**src/hw/mih_regs.vh**
```
`ifndef MIH_REGS_VH
`define MIH_REGS_VH

// Byte addresses of the global registers
`define MIH_ADDR_W 12
`define MIH_CTRL 12'h000
`define MIH_LOCAL_IP 12'h004
`define MIH_LOCAL_VID 12'h008
`define MIH_REMOTE_IP 12'h00C
`define MIH_OPP_IP 12'h010
`define MIH_STATUS 12'h014

// Per-flow window: base 0x100, 16 bytes per flow, eight flows
`define MIH_FLOW_TAG 5'h02
`define MIH_FLOWS 8
`define MIH_FLOW_CFG 2'h0
`define MIH_FLOW_BOT 2'h1
`define MIH_FLOW_TOP 2'h2
`define MIH_FLOW_MAN 2'h3

// CTRL fields
`define MIH_CTRL_HOST 0
`define MIH_CTRL_ASYM 1

// FLOW_CFG fields
`define MIH_CFG_STACK_LSB 0
`define MIH_CFG_ORIGIN_LSB 2

// Label stack depth codes
`define MIH_STACK_OFF 2'h0
`define MIH_STACK_SINGLE 2'h1
`define MIH_STACK_DOUBLE 2'h2

// Source address origin codes
`define MIH_ORIGIN_LOCAL 2'h0
`define MIH_ORIGIN_MANUAL 2'h1
`define MIH_ORIGIN_REMOTE 2'h2
`define MIH_ORIGIN_OPPOSITE 2'h3

// Shim word layout: label 31:12, class 11:9, bottom flag 8, ttl 7:0
`define MIH_SHIM_BOS 8
`define MIH_SHIM_MASK 32'hFFFFFEFF

// Reset values
`define MIH_CTRL_RST 2'h0
`define MIH_WORD_RST 32'h00000000
`define MIH_VID_RST 12'h000
`define MIH_CFG_RST 4'h0

`endif

```
**src/hw/mih_header_gen.v**
```verilog
// Contract
// - Stack off: flow packets carry no shim header.
// - Single or double stack inserts exactly one or two shim headers.
// - Top traffic class goes into top header, only with double stack.
// - Top TTL goes into top header, only with double stack.
// - Traffic class fields hold exactly three bits.
// - Local profile is held and used as endpoint regardless of stream source.
// - Internal local address stays independent of custom stream addresses.
// - ARP and echo answered only for local profile address and VID.
// - Local origin puts the local profile address as stream source.
// - Manual origin puts the configured manual address in every packet.
// - Remote origin only in asymmetric downstream tests; uses far end address.
// - Opposite origin selects the other port of the same unit.
// - Manual source accepts any 32-bit value.
// - Bottom label goes into bottom header for single or double stack.
// - Eight flows keep independent label stack settings.
`timescale 1ns/100ps
`include "mih_regs.vh"

module mih_fifo #(
  parameter WIDTH = 33,
  parameter DEPTH = 4,
  parameter AW = 2
) (
  // Clock and reset
  input wire clock,
  input wire rst_n,
  // Fill side
  input wire inValid,
  input wire [WIDTH-1:0] inData,
  output wire inReady,
  // Drain side
  output wire outValid,
  output wire [WIDTH-1:0] outData,
  input wire outReady
);
  reg [WIDTH-1:0] mem [0:DEPTH-1];
  reg [AW-1:0] wrPtr_q;
  reg [AW-1:0] rdPtr_q;
  reg [AW:0] count_q;
  wire push = inValid && inReady;
  wire pop = outValid && outReady;

  assign inReady = (count_q != DEPTH[AW:0]);
  assign outValid = (count_q != {(AW+1){1'b0}});
  assign outData = mem[rdPtr_q];

  always @(posedge clock) begin
    if (push) begin
      mem[wrPtr_q] <= inData;
    end
  end

  always @(posedge clock or negedge rst_n) begin
    if (!rst_n) begin
      wrPtr_q <= {AW{1'b0}};
      rdPtr_q <= {AW{1'b0}};
      count_q <= {(AW+1){1'b0}};
    end else begin
      if (push) begin
        wrPtr_q <= (wrPtr_q == DEPTH[AW-1:0] - 1'b1) ? {AW{1'b0}} : wrPtr_q + 1'b1;
      end
      if (pop) begin
        rdPtr_q <= (rdPtr_q == DEPTH[AW-1:0] - 1'b1) ? {AW{1'b0}} : rdPtr_q + 1'b1;
      end
      if (push && !pop) begin
        count_q <= count_q + 1'b1;
      end else if (pop && !push) begin
        count_q <= count_q - 1'b1;
      end
    end
  end
endmodule // mih_fifo

module mih_header_gen (
  // Clock and reset
  input wire clock,
  input wire rst_n,
  // APB register port
  input wire [11:0] paddr,
  input wire psel,
  input wire penable,
  input wire pwrite,
  input wire [31:0] pwdata,
  output wire [31:0] prdata,
  output wire pready,
  output wire pslverr,
  // Packet header request
  input wire pktReqValid,
  input wire [2:0] pktReqFlow,
  output wire pktReqReady,
  // Header word stream toward the framer
  output wire hdrValid,
  output wire [31:0] hdrData,
  output wire hdrLast,
  input wire hdrReady,
  // Received ARP / echo requests
  input wire echoReqValid,
  input wire echoReqIsArp,
  input wire [31:0] echoReqIp,
  input wire [11:0] echoReqVid,
  // Reply permission
  output wire echoReplyValid,
  output wire echoReplyIsArp
);
  localparam S_IDLE = 2'h0;
  localparam S_TOP = 2'h1;
  localparam S_BOT = 2'h2;
  localparam S_SRC = 2'h3;

  reg [1:0] ctrl_q;
  reg [31:0] localIp_q;
  reg [11:0] localVid_q;
  reg [31:0] remoteIp_q;
  reg [31:0] oppIp_q;
  reg [15:0] pktCount_q;
  reg [15:0] echoCount_q;
  reg [31:0] prdata_q;
  reg echoReply_q;
  reg echoArp_q;

  reg [1:0] state_q;
  reg [1:0] stack_q;
  reg [31:0] topWord_q;
  reg [31:0] botWord_q;
  reg [31:0] srcWord_q;

  wire [3:0] flowCfgW [0:`MIH_FLOWS-1];
  wire [31:0] flowBotW [0:`MIH_FLOWS-1];
  wire [31:0] flowTopW [0:`MIH_FLOWS-1];
  wire [31:0] flowManW [0:`MIH_FLOWS-1];

  // Address decode
  wire access = psel && penable;
  wire flowHit = (paddr[11:7] == `MIH_FLOW_TAG);
  wire [2:0] flowIdx = paddr[6:4];
  wire [1:0] flowReg = paddr[3:2];
  wire aligned = (paddr[1:0] == 2'b00);
  reg mapped;
  reg refused;

  // Global registers fill every aligned word up to STATUS
  always @* begin
    mapped = 1'b0;
    if (aligned && (flowHit || paddr <= `MIH_STATUS)) begin
      mapped = 1'b1;
    end
  end

  // Reserved stack code and remote origin outside asymmetric tests are refused
  always @* begin
    refused = 1'b0;
    if (pwrite && flowHit && flowReg == `MIH_FLOW_CFG) begin
      if (pwdata[`MIH_CFG_STACK_LSB+:2] == 2'h3) begin
        refused = 1'b1;
      end else if (pwdata[`MIH_CFG_ORIGIN_LSB+:2] == `MIH_ORIGIN_REMOTE &&
                   !ctrl_q[`MIH_CTRL_ASYM]) begin
        refused = 1'b1;
      end
    end
    if (pwrite && paddr == `MIH_STATUS) begin
      refused = 1'b1;
    end
  end

  wire wrEn = access && pwrite && mapped && !refused;
  wire flowWr = wrEn && flowHit;

  assign pready = 1'b1;
  assign pslverr = access && (!mapped || refused);
  assign prdata = prdata_q;

  // Global registers; local profile kept apart from any stream address
  always @(posedge clock or negedge rst_n) begin
    if (!rst_n) begin
      ctrl_q <= `MIH_CTRL_RST;
      localIp_q <= `MIH_WORD_RST;
      localVid_q <= `MIH_VID_RST;
      remoteIp_q <= `MIH_WORD_RST;
      oppIp_q <= `MIH_WORD_RST;
    end else if (wrEn && !flowHit) begin
      if (paddr == `MIH_CTRL) begin
        ctrl_q <= pwdata[1:0];
      end else if (paddr == `MIH_LOCAL_IP) begin
        localIp_q <= pwdata;
      end else if (paddr == `MIH_LOCAL_VID) begin
        localVid_q <= pwdata[11:0];
      end else if (paddr == `MIH_REMOTE_IP) begin
        remoteIp_q <= pwdata;
      end else if (paddr == `MIH_OPP_IP) begin
        oppIp_q <= pwdata;
      end
    end
  end

  // Per-flow settings, each flow its own copy
  genvar g;
  generate
    for (g = 0; g < `MIH_FLOWS; g = g + 1) begin : gFlow
      localparam [2:0] IDX = g;
      reg [3:0] cfg_q;
      reg [31:0] bot_q;
      reg [31:0] top_q;
      reg [31:0] man_q;
      always @(posedge clock or negedge rst_n) begin
        if (!rst_n) begin
          cfg_q <= `MIH_CFG_RST;
          bot_q <= `MIH_WORD_RST;
          top_q <= `MIH_WORD_RST;
          man_q <= `MIH_WORD_RST;
        end else if (flowWr && flowIdx == IDX) begin
          case (flowReg)
            `MIH_FLOW_CFG: cfg_q <= pwdata[3:0];
            `MIH_FLOW_BOT: bot_q <= pwdata & `MIH_SHIM_MASK;
            `MIH_FLOW_TOP: top_q <= pwdata & `MIH_SHIM_MASK;
            default: man_q <= pwdata;
          endcase
        end
      end
      assign flowCfgW[g] = cfg_q;
      assign flowBotW[g] = bot_q;
      assign flowTopW[g] = top_q;
      assign flowManW[g] = man_q;
    end
  endgenerate

  // Read data registered in the setup phase, valid through the access phase
  always @(posedge clock or negedge rst_n) begin
    if (!rst_n) begin
      prdata_q <= `MIH_WORD_RST;
    end else if (psel && !penable) begin
      prdata_q <= `MIH_WORD_RST;
      if (aligned && flowHit) begin
        case (flowReg)
          `MIH_FLOW_CFG: prdata_q <= {28'h0000000, flowCfgW[flowIdx]};
          `MIH_FLOW_BOT: prdata_q <= flowBotW[flowIdx];
          `MIH_FLOW_TOP: prdata_q <= flowTopW[flowIdx];
          default: prdata_q <= flowManW[flowIdx];
        endcase
      end else if (paddr == `MIH_CTRL) begin
        prdata_q <= {30'h00000000, ctrl_q};
      end else if (paddr == `MIH_LOCAL_IP) begin
        prdata_q <= localIp_q;
      end else if (paddr == `MIH_LOCAL_VID) begin
        prdata_q <= {20'h00000, localVid_q};
      end else if (paddr == `MIH_REMOTE_IP) begin
        prdata_q <= remoteIp_q;
      end else if (paddr == `MIH_OPP_IP) begin
        prdata_q <= oppIp_q;
      end else if (paddr == `MIH_STATUS) begin
        prdata_q <= {echoCount_q, pktCount_q};
      end
    end
  end

  // Header builder
  wire fifoInReady;
  wire [3:0] reqCfg = flowCfgW[pktReqFlow];
  wire [1:0] reqStack = reqCfg[`MIH_CFG_STACK_LSB+:2];
  wire [1:0] reqOrigin = reqCfg[`MIH_CFG_ORIGIN_LSB+:2];
  wire start = pktReqValid && (state_q == S_IDLE);
  wire emit = (state_q != S_IDLE) && fifoInReady;
  reg [31:0] srcSel;
  reg [31:0] emitWord;

  always @* begin
    case (reqOrigin)
      `MIH_ORIGIN_MANUAL: srcSel = flowManW[pktReqFlow];
      // A flow left on remote after asymmetric mode ends reverts to local
      `MIH_ORIGIN_REMOTE: srcSel = ctrl_q[`MIH_CTRL_ASYM] ? remoteIp_q : localIp_q;
      `MIH_ORIGIN_OPPOSITE: srcSel = oppIp_q;
      default: srcSel = localIp_q;
    endcase
  end

  always @* begin
    case (state_q)
      S_TOP: emitWord = topWord_q;
      S_BOT: emitWord = botWord_q;
      default: emitWord = srcWord_q;
    endcase
  end

  always @(posedge clock or negedge rst_n) begin
    if (!rst_n) begin
      state_q <= S_IDLE;
      stack_q <= `MIH_STACK_OFF;
      topWord_q <= `MIH_WORD_RST;
      botWord_q <= `MIH_WORD_RST;
      srcWord_q <= `MIH_WORD_RST;
    end else begin
      case (state_q)
        S_IDLE: begin
          if (start) begin
            // Settings frozen per packet so writes never split a header
            stack_q <= reqStack;
            topWord_q <= flowTopW[pktReqFlow];
            botWord_q <= flowBotW[pktReqFlow] | (32'h1 << `MIH_SHIM_BOS);
            srcWord_q <= srcSel;
            if (reqStack == `MIH_STACK_DOUBLE) begin
              state_q <= S_TOP;
            end else if (reqStack == `MIH_STACK_SINGLE) begin
              state_q <= S_BOT;
            end else begin
              state_q <= S_SRC;
            end
          end
        end
        S_TOP, S_BOT: begin
          // Shim states sit in code order just below the source word
          if (emit) begin
            state_q <= state_q + 2'h1;
          end
        end
        default: begin
          if (emit) begin
            state_q <= S_IDLE;
          end
        end
      endcase
    end
  end

  assign pktReqReady = (state_q == S_IDLE);

  mih_fifo #(
    .WIDTH(33),
    .DEPTH(4),
    .AW(2)
  ) uFifo (
    .clock(clock),
    .rst_n(rst_n),
    .inValid(state_q != S_IDLE),
    .inData({state_q == S_SRC, emitWord}),
    .inReady(fifoInReady),
    .outValid(hdrValid),
    .outData({hdrLast, hdrData}),
    .outReady(hdrReady)
  );

  // Echo and ARP answered only for the local profile, endpoint mode only
  wire echoMatch = echoReqValid && ctrl_q[`MIH_CTRL_HOST] &&
                   echoReqIp == localIp_q && echoReqVid == localVid_q;

  always @(posedge clock or negedge rst_n) begin
    if (!rst_n) begin
      echoReply_q <= 1'b0;
      echoArp_q <= 1'b0;
      pktCount_q <= 16'h0000;
      echoCount_q <= 16'h0000;
    end else begin
      echoReply_q <= echoMatch;
      echoArp_q <= echoMatch && echoReqIsArp;
      if (echoMatch) begin
        echoCount_q <= echoCount_q + 16'h0001;
      end
      if (emit && state_q == S_SRC) begin
        pktCount_q <= pktCount_q + 16'h0001;
      end
    end
  end

  assign echoReplyValid = echoReply_q;
  assign echoReplyIsArp = echoArp_q;
endmodule // mih_header_gen

```
**config.mk**
```make
export PLATFORM = sky130hd
export DESIGN_NAME = mih_header_gen
export DESIGN_NICKNAME = d
export VERILOG_FILES = /design/src/hw/mih_header_gen.v
export VERILOG_INCLUDE_DIRS = /design/src /design/src/hw
export SDC_FILE = /design/constraint.sdc
export NUM_CORES = 2
export LEC_CHECK = 0
export BUFFER_PORTS_ARGS = -buffer_cell sky130_fd_sc_hd__clkbuf_2
export CAP_MARGIN = 20
export CORE_UTILIZATION = 35
export CTS_BUF_LIST = sky130_fd_sc_hd__clkbuf_2
export DETAILED_ROUTE_END_ITERATION = 7
export PLACE_DENSITY = 0.6
export SYNTH_ARGS = -nofsm -noshare
export SYNTH_HDL_FRONTEND = slang
export SYNTH_SLANG_ARGS = --single-unit
```
**constraint.sdc**
```tcl
create_clock -name clock -period 5.95 [get_ports clock]
set_input_delay 0.8925 -clock clock [delete_from_list [all_inputs] [get_ports clock]]
set_output_delay 0.8925 -clock clock [all_outputs]
set_load 0.05 [all_outputs]
```
# --- Word level (Yosys, flattened, before mapping) ---
# Memories as Yosys holds them, arrays and structs flattened.
# Index checks and enable logic that the tools add are counted.
op_classes:
  n_bitwise: 7
  n_lt_le_gt_ge: 3
  n_reduce_logical: 91
  eq_ne: 32
  add_sub_neg: 7
  mux: 52
op_table:
  columns: ["operator", "count"]
  rows:
  - ["$mux W32", 20]
  - ["$bmux W32 S3", 6]
  - ["$pmux W32 S3", 2]
  - ["$reduce_and A2 Y1", 34]
  - ["$pmux W32 S2", 1]
  - ["$add A16 B1 Y16 const B", 2]
  - ["$eq A32 B32 Y1", 1]
  - ["$logic_and A1 B1 Y1", 32]
  - ["$bmux W4 S3", 2]
  - ["$eq A12 B4 Y1 const B", 2]
  - ["$eq A12 B5 Y1 const B", 2]
  - ["$eq A2 B2 Y1 const B", 10]
  - ["$mux W4", 4]
  - ["$eq A12 B12 Y1", 1]
  - ["$eq A12 B3 Y1 const B", 1]
  - ["$eq A3 B3 Y1 const B", 4]
  - ["$le A12 B5 Y1 const B", 1]
  - ["$logic_not A12 Y1", 1]
  - ["$mux W2", 6]
  - ["$eq A2 B1 Y1 const B", 4]
  - ["$ge A4 B4 Y1 const B", 2]
  - ["$mux W1", 8]
  - ["$not A3 Y4", 2]
  - ["$logic_not A1 Y1", 7]
  - ["23 further kinds", 37]
totals:
  reg_bits: 1065
  out_inout_bits: 71
  ram_bits: 132
  inputBits: 100
  n_memories: 1
memory_table:
  columns: ["name", "depth", "width", "rd", "rd_ports_with_merged_regs", "write_ports", "line_no", "rtl"]
  rows:
  - ["uFifo.mem", 4, 33, 1, 0, 1, "mih_header_gen.v:37", "reg [WIDTH-1:0] mem [0:DEPTH-1];"]

# --- Longest topological paths before layout ---
depth:
  ltp_word: 11
  depth_mapped: 11
  ltp_nobuf: 9

# --- Modules after synthesis ---
# A second synthesis with hierarchy kept.
unflattened:
  cells_unflattened: 4143
  area_unflattened_um2: 60106.4
modules_own_cells:
  columns: ["module", "instances", "cells_each", "area_per_inst_um2"]
  rows:
  - ["mih_header_gen", 1, 3933, 54852.6]
  - ["mih_fifo", 1, 210, 5253.8]

# --- Worst setup path after synthesis ---
# OpenSTA, ideal clock, no wires.
synth_path:
  path_kind: "in2out"
  from: "input port paddr[11]"
  to: "output port pslverr"
  slack_ns: 2.167
  cell_stages: 7
  arrival_ns: 2.890
  n_path_buf: 2
  cell_sequence: "nor4_4 > nand2_1 > clkbuf_1 > clkbuf_1 > o22ai_1 > nand2_1 > a31oi_1"
synth_between:
  elab_chain_len: 7
  elab_cells_between_ends: 14
  classes_between: "1 x order compare; 2 x eq/ne; 3 x mux; 8 x reduce/logical"
synth_lines:
  columns: ["item", "line_no", "rtl"]
  rows:
  - ["start: declaration", "mih_header_gen.v:80", "input wire [11:0] paddr,"]
  - ["$le A12 B5 Y1 (no line) or $eq A5 B2 Y1 (tied branches)", null, null]
  - ["$logic_or A1 B1 Y1 (no line) or $logic_and A1 B1 Y1 (tied branches)", null, null]
  - ["$logic_and A1 B1 Y1, on equally long branches", null, null]
  - ["$mux W1, on equally long branches", "mih_header_gen.v:145, mih_header_gen.v:153", null]
  - ["$logic_not A1 Y1 or $mux W1 (tied branches)", "mih_header_gen.v:170, mih_header_gen.v:161", null]
  - ["$logic_or A1 B1 Y1 *", "mih_header_gen.v:170", "assign pslverr = access && (!mapped || refused);"]
  - ["$logic_and A1 B1 Y1 *", "mih_header_gen.v:170", null]
  - ["end: declaration", "mih_header_gen.v:87", "output wire pslverr,"]
# Every way passes the cells marked *; elsewhere a longest branch is shown, timed or not.

# --- Worst setup path after layout ---
layout_path:
  from: "input port paddr[3]"
  to: "output port pslverr"
layout_between:
  elab_chain_len: 7
  elab_cells_between_ends: 13
  classes_between: "1 x order compare; 1 x eq/ne; 3 x mux; 8 x reduce/logical"
layout_lines:
  columns: ["item", "line_no", "rtl"]
  rows:
  - ["$le A12 B5 Y1 (no line)", null, null]
  - ["$logic_or A1 B1 Y1 (no line)", null, null]
  - ["$logic_and A1 B1 Y1", "mih_header_gen.v:145", "if (aligned && (flowHit || paddr <= `MIH_STATUS)) begin"]
  - ["$mux W1", "mih_header_gen.v:145", null]
  - ["$logic_not A1 Y1", "mih_header_gen.v:170", null]
  - ["$logic_or A1 B1 Y1 *", "mih_header_gen.v:170", null]
  - ["$logic_and A1 B1 Y1 *", "mih_header_gen.v:170", null]
# Marked as above.

==> results.md <==
* Leak Pwr at 30.98 nW
* P_sw at 6.694 mW
* Seq/Total Area, Yosys at 0.5056
* Place WS at 1441 ps
* Synthesis-to-layout area growth at 11.34%
* Layout fillers at 16388
* Vias in the first global route at 41803
* Initial antenna violation count at 16
* Routed len/inst at 27.61 um
* Htree depth at 5
* GRT Util Overall at 0.2268
* Remaining DRCs at 0
* Initial core utilization at 0.3527
* Final Slew Violations at 0
* Final setup vio count at 0
* Layout cell share with drive strength beyond 1 at 0.4290
* Drt total wl at 197500 um
* Resized cells post-CTS at 0
* Sequential share of power at 0.485
* CP endpoint kind: output port
* DR iter-0 viols at 3783
* Most common cell on crit path: clkbuf_2
* DP Wirelength at 127900 um
* Die X-Extent at 417.8 um
* Final nets at 4735
* ANT nets after route at 0
* Max Cap Viol at 0
* Reg clk slew, reported paths at 100 ps
* Die Ht at 417.8 um
* Cell variety after synth at 67
* Critical Path, Cell by Cell: dlygate4sd3_1 > clkbuf_2 > nor2_1 > o21ai_0 > o22ai_1 > nand2_1 > a31oi_1 > clkbuf_2
* Final Skew at 157.9 ps
* Pint at 12.60 mW
* Largest net degree at the start of global routing at 177
* Root buf cell: clkbuf_2
* RSZ-0062 raised after global routing: false
* Ranking of synthesized cells by area: dfrtp_1 44%, mux2_2 16%, mux4_2 14%
* Gpl congestion at 0.8959
* Synthesized area at 60500 sq um
* Least-Margin Pin Slew at 1175 ps
* Worst-Skew Late Latency at 1710 ps
* Via count at 41100
* # rows at 152
* Top achievable clock speed at 0.2023 GHz
* Share of the synthesized area in the top cell type at 0.4401
* Syn_nets at 4445
* TritonCTS clock tree: yes
* Post-synthesis async set-or-reset flop share at 0.8896
* CP top delay family: buffers and inverters
* Sum of buffers and inverters on the critical path at 3
* Total power at 19.29 mW
* Yosys warnings at 0
* Core area at 171500 sq um
* Class of the worst hold path: input pin to register
* Via density at 5.747
* Final WS setup at 1007 ps
* CTS max path bufs at 4
* Clock network fraction of total power at 0.303
* Area leader, netlist: dfrtp_1
* Main synth FF type: dfrtp_1
* IO Count at 171
* Crit share post-route at 0.8307
* VDD IR max at 0.0002372 V
* Max FO, Critical Path at 17
* CTS buffer count at 327
* Crit path largest cell delay at 720 ps
* Flops & latches, synth at 1196
* Setup TNS at 0 ps
* Drt pass-1 iters at 6
* Crit Path Category: input pin to output port
* Finished Cell Area at 67360 sq um
* Critical Path RT at 5060 ps
* Crit path DAT at 4050 ps
* Slew headroom at 0.2135
* DP Area at 63890 sq um
* Status: completed
* Cell count after synthesis at 4331
* Post-synth EDFFs at 132
* Power Dens Cells at 286.4 nW/um^2
* Avg Cell Area, Syn at 13.97 sq um
* Post-layout min period at 4943 ps
* CP startpoint kind: input pin
* First-pass GRT wire length at 291700 um
* Sink Count at 1196
* Final Hold Fails at 0
* Slowest cell on the critical path: nor2_1
* Die area at 174500 sq um
* Port bufs at 169
* Combinational Power Share at 0.212
* Grt total ovfl at 0
* Switching Fraction at 0.3470
metal layers:
| metal | vias to the layer above | part of all wire | global-route usage | wire, um |
|---|---|---|---|---|
| met2 | 1804 | 0.46 | 0.3494 | 91250 |
| li1 | 17186 | - | - | - |
| met4 | 16 | 0.033 | 0.08574 | 6533 |
| met5 | - | 0.00053 | 0 | 105 |
| met1 | 21756 | 0.42 | 0.3109 | 83450 |
| met3 | 338 | 0.082 | 0.05189 | 16160 |
through the flow:
step	hold slack [ps]	std cells	util
CTS	10.40	7146	0.3925
global placement	451.2	6533	0.3719
finish	184.3	7152	0.3927
floorplan	435.4	4331	-
detailed placement	453.4	6538	0.3725
global route	96.15	7148	0.3926
power groups by stage:
stage / combinational [mW] / clock [mW] / sequential, mW
floorplan: 2.65 / 0 / 9.49
global placement: 4.02 / 0 / 9.50
global route: 4.37 / 6.43 / 9.42
CTS: 4.12 / 6.00 / 9.37
detailed placement: 4.08 / 0 / 9.53
finish: 4.09 / 5.84 / 9.36
Yosys cell counts, types with 12 or more instances:
library cell / number
and2_1: 12
nand2_1: 261
nand2b_1: 29
nor3_1: 26
o221ai_1: 27
ha_1: 13
o21ai_0: 139
mux4_2: 386
xnor2_1: 34
buf_4: 14
clkbuf_1: 192
nand4_1: 29
mux2_1: 118
nor2_1: 118
mux2i_1: 177
a211oi_1: 12
buf_2: 139
a21oi_1: 112
o211ai_1: 14
buf_1: 46
mux2_2: 843
edfxtp_1: 132
nor2b_1: 19
nand3_1: 63
a221oi_1: 17
a31oi_1: 14
xor2_1: 32
a22oi_1: 64
dfrtp_1: 1064
o22ai_1: 43
inv_1: 24
nor4_1: 15
state kept, by name (all words and copies together) (netlist names), 3 cells and up:
name and count:
botWord_q 32, echoCount_q 16, gFlow.bot_q 248, gFlow.cfg_q 32, gFlow.man_q 256, gFlow.top_q 248, localIp_q 32, localVid_q 12
oppIp_q 32, pktCount_q 16, prdata 32, remoteIp_q 32, srcWord_q 32, topWord_q 31, uFifo.count_q 3, uFifo.mem 132
layout by cell type, fill, tap and decap left out, drive strengths merged, types with 27 or more instances in the layout:
cell | Yosys | layout
dfrtp | 1064 | 1064
mux2 | 961 | 961
clkbuf | 192 | 654
mux4 | 386 | 386
nand2 | 261 | 261
mux2i | 177 | 177
o21ai | 139 | 139
edfxtp | 132 | 132
buf | 199 | 127
nor2 | 118 | 118
a21oi | 112 | 112
a22oi | 64 | 64
nand3 | 63 | 63
dlygate4sd3 | 0 | 62
clkinv | 0 | 47
o22ai | 43 | 43
xnor2 | 34 | 34
xor2 | 32 | 32
nand4 | 29 | 29
nand2b | 29 | 29
nor3 | 29 | 29
o221ai | 27 | 27
logic make-up (layout without fill, tap and decap cells):
group,after synthesis,after routing,share of synthesized area
AOI/OAI and AO/OA,507,507,0.05375
DFF,1196,1196,0.5056
xor gates and xnor gates,66,66,0.009555
adders and majority gates,14,14,0.003020
other,1,6,0.00006199
and+or+nand+nor,608,608,0.04662
muxes,1524,1524,0.3519
buffers and inverters,415,921,0.02949
repair_timing:
item,CTS,global route
hold endpoints to repair,1976,0
setup buffers,0,0
hold buffers,63,0
worst min-delay path, delay by kind of cell:
kind / cells / cell delay (ps)
AO/OA/AOI/OAI: 1 / 130
buffers and inverters: 1 / 240
multiplexers: 2 / 470
layout make-up:
type	instances	area (sq um)	area share
inverters	24	93.84	0.001393
multi-input cells	2720	28290	0.4200
repair buffers	352	2679	0.03977
flip-flops and latches	1196	30590	0.4542
diodes	5	12.51	0.0001858
well taps	2310	2890	0.04291
clock buffers	491	2457	0.03648
clock inverters	54	341.6	0.005071
worst paths after layout:
check                           slack [ps]           start                  to  depth (start not counted)
worst max-delay path                  1010        paddr[3]             pslverr                          8
worst min-delay path                   180   pktReqFlow[0]        topWord_q[6]                          4
worst max register to register        2560    localIp_q[6]      echoReplyIsArp                         11
worst min register to register         480  pktCount_q[15]      pktCount_q[15]                          1
max in group asynchronous             4320           rst_n   gFlow[4].bot_q[5]                          4
min in group asynchronous              550           rst_n  gFlow[3].man_q[12]                          4
(Power assumes the default switching activity.)
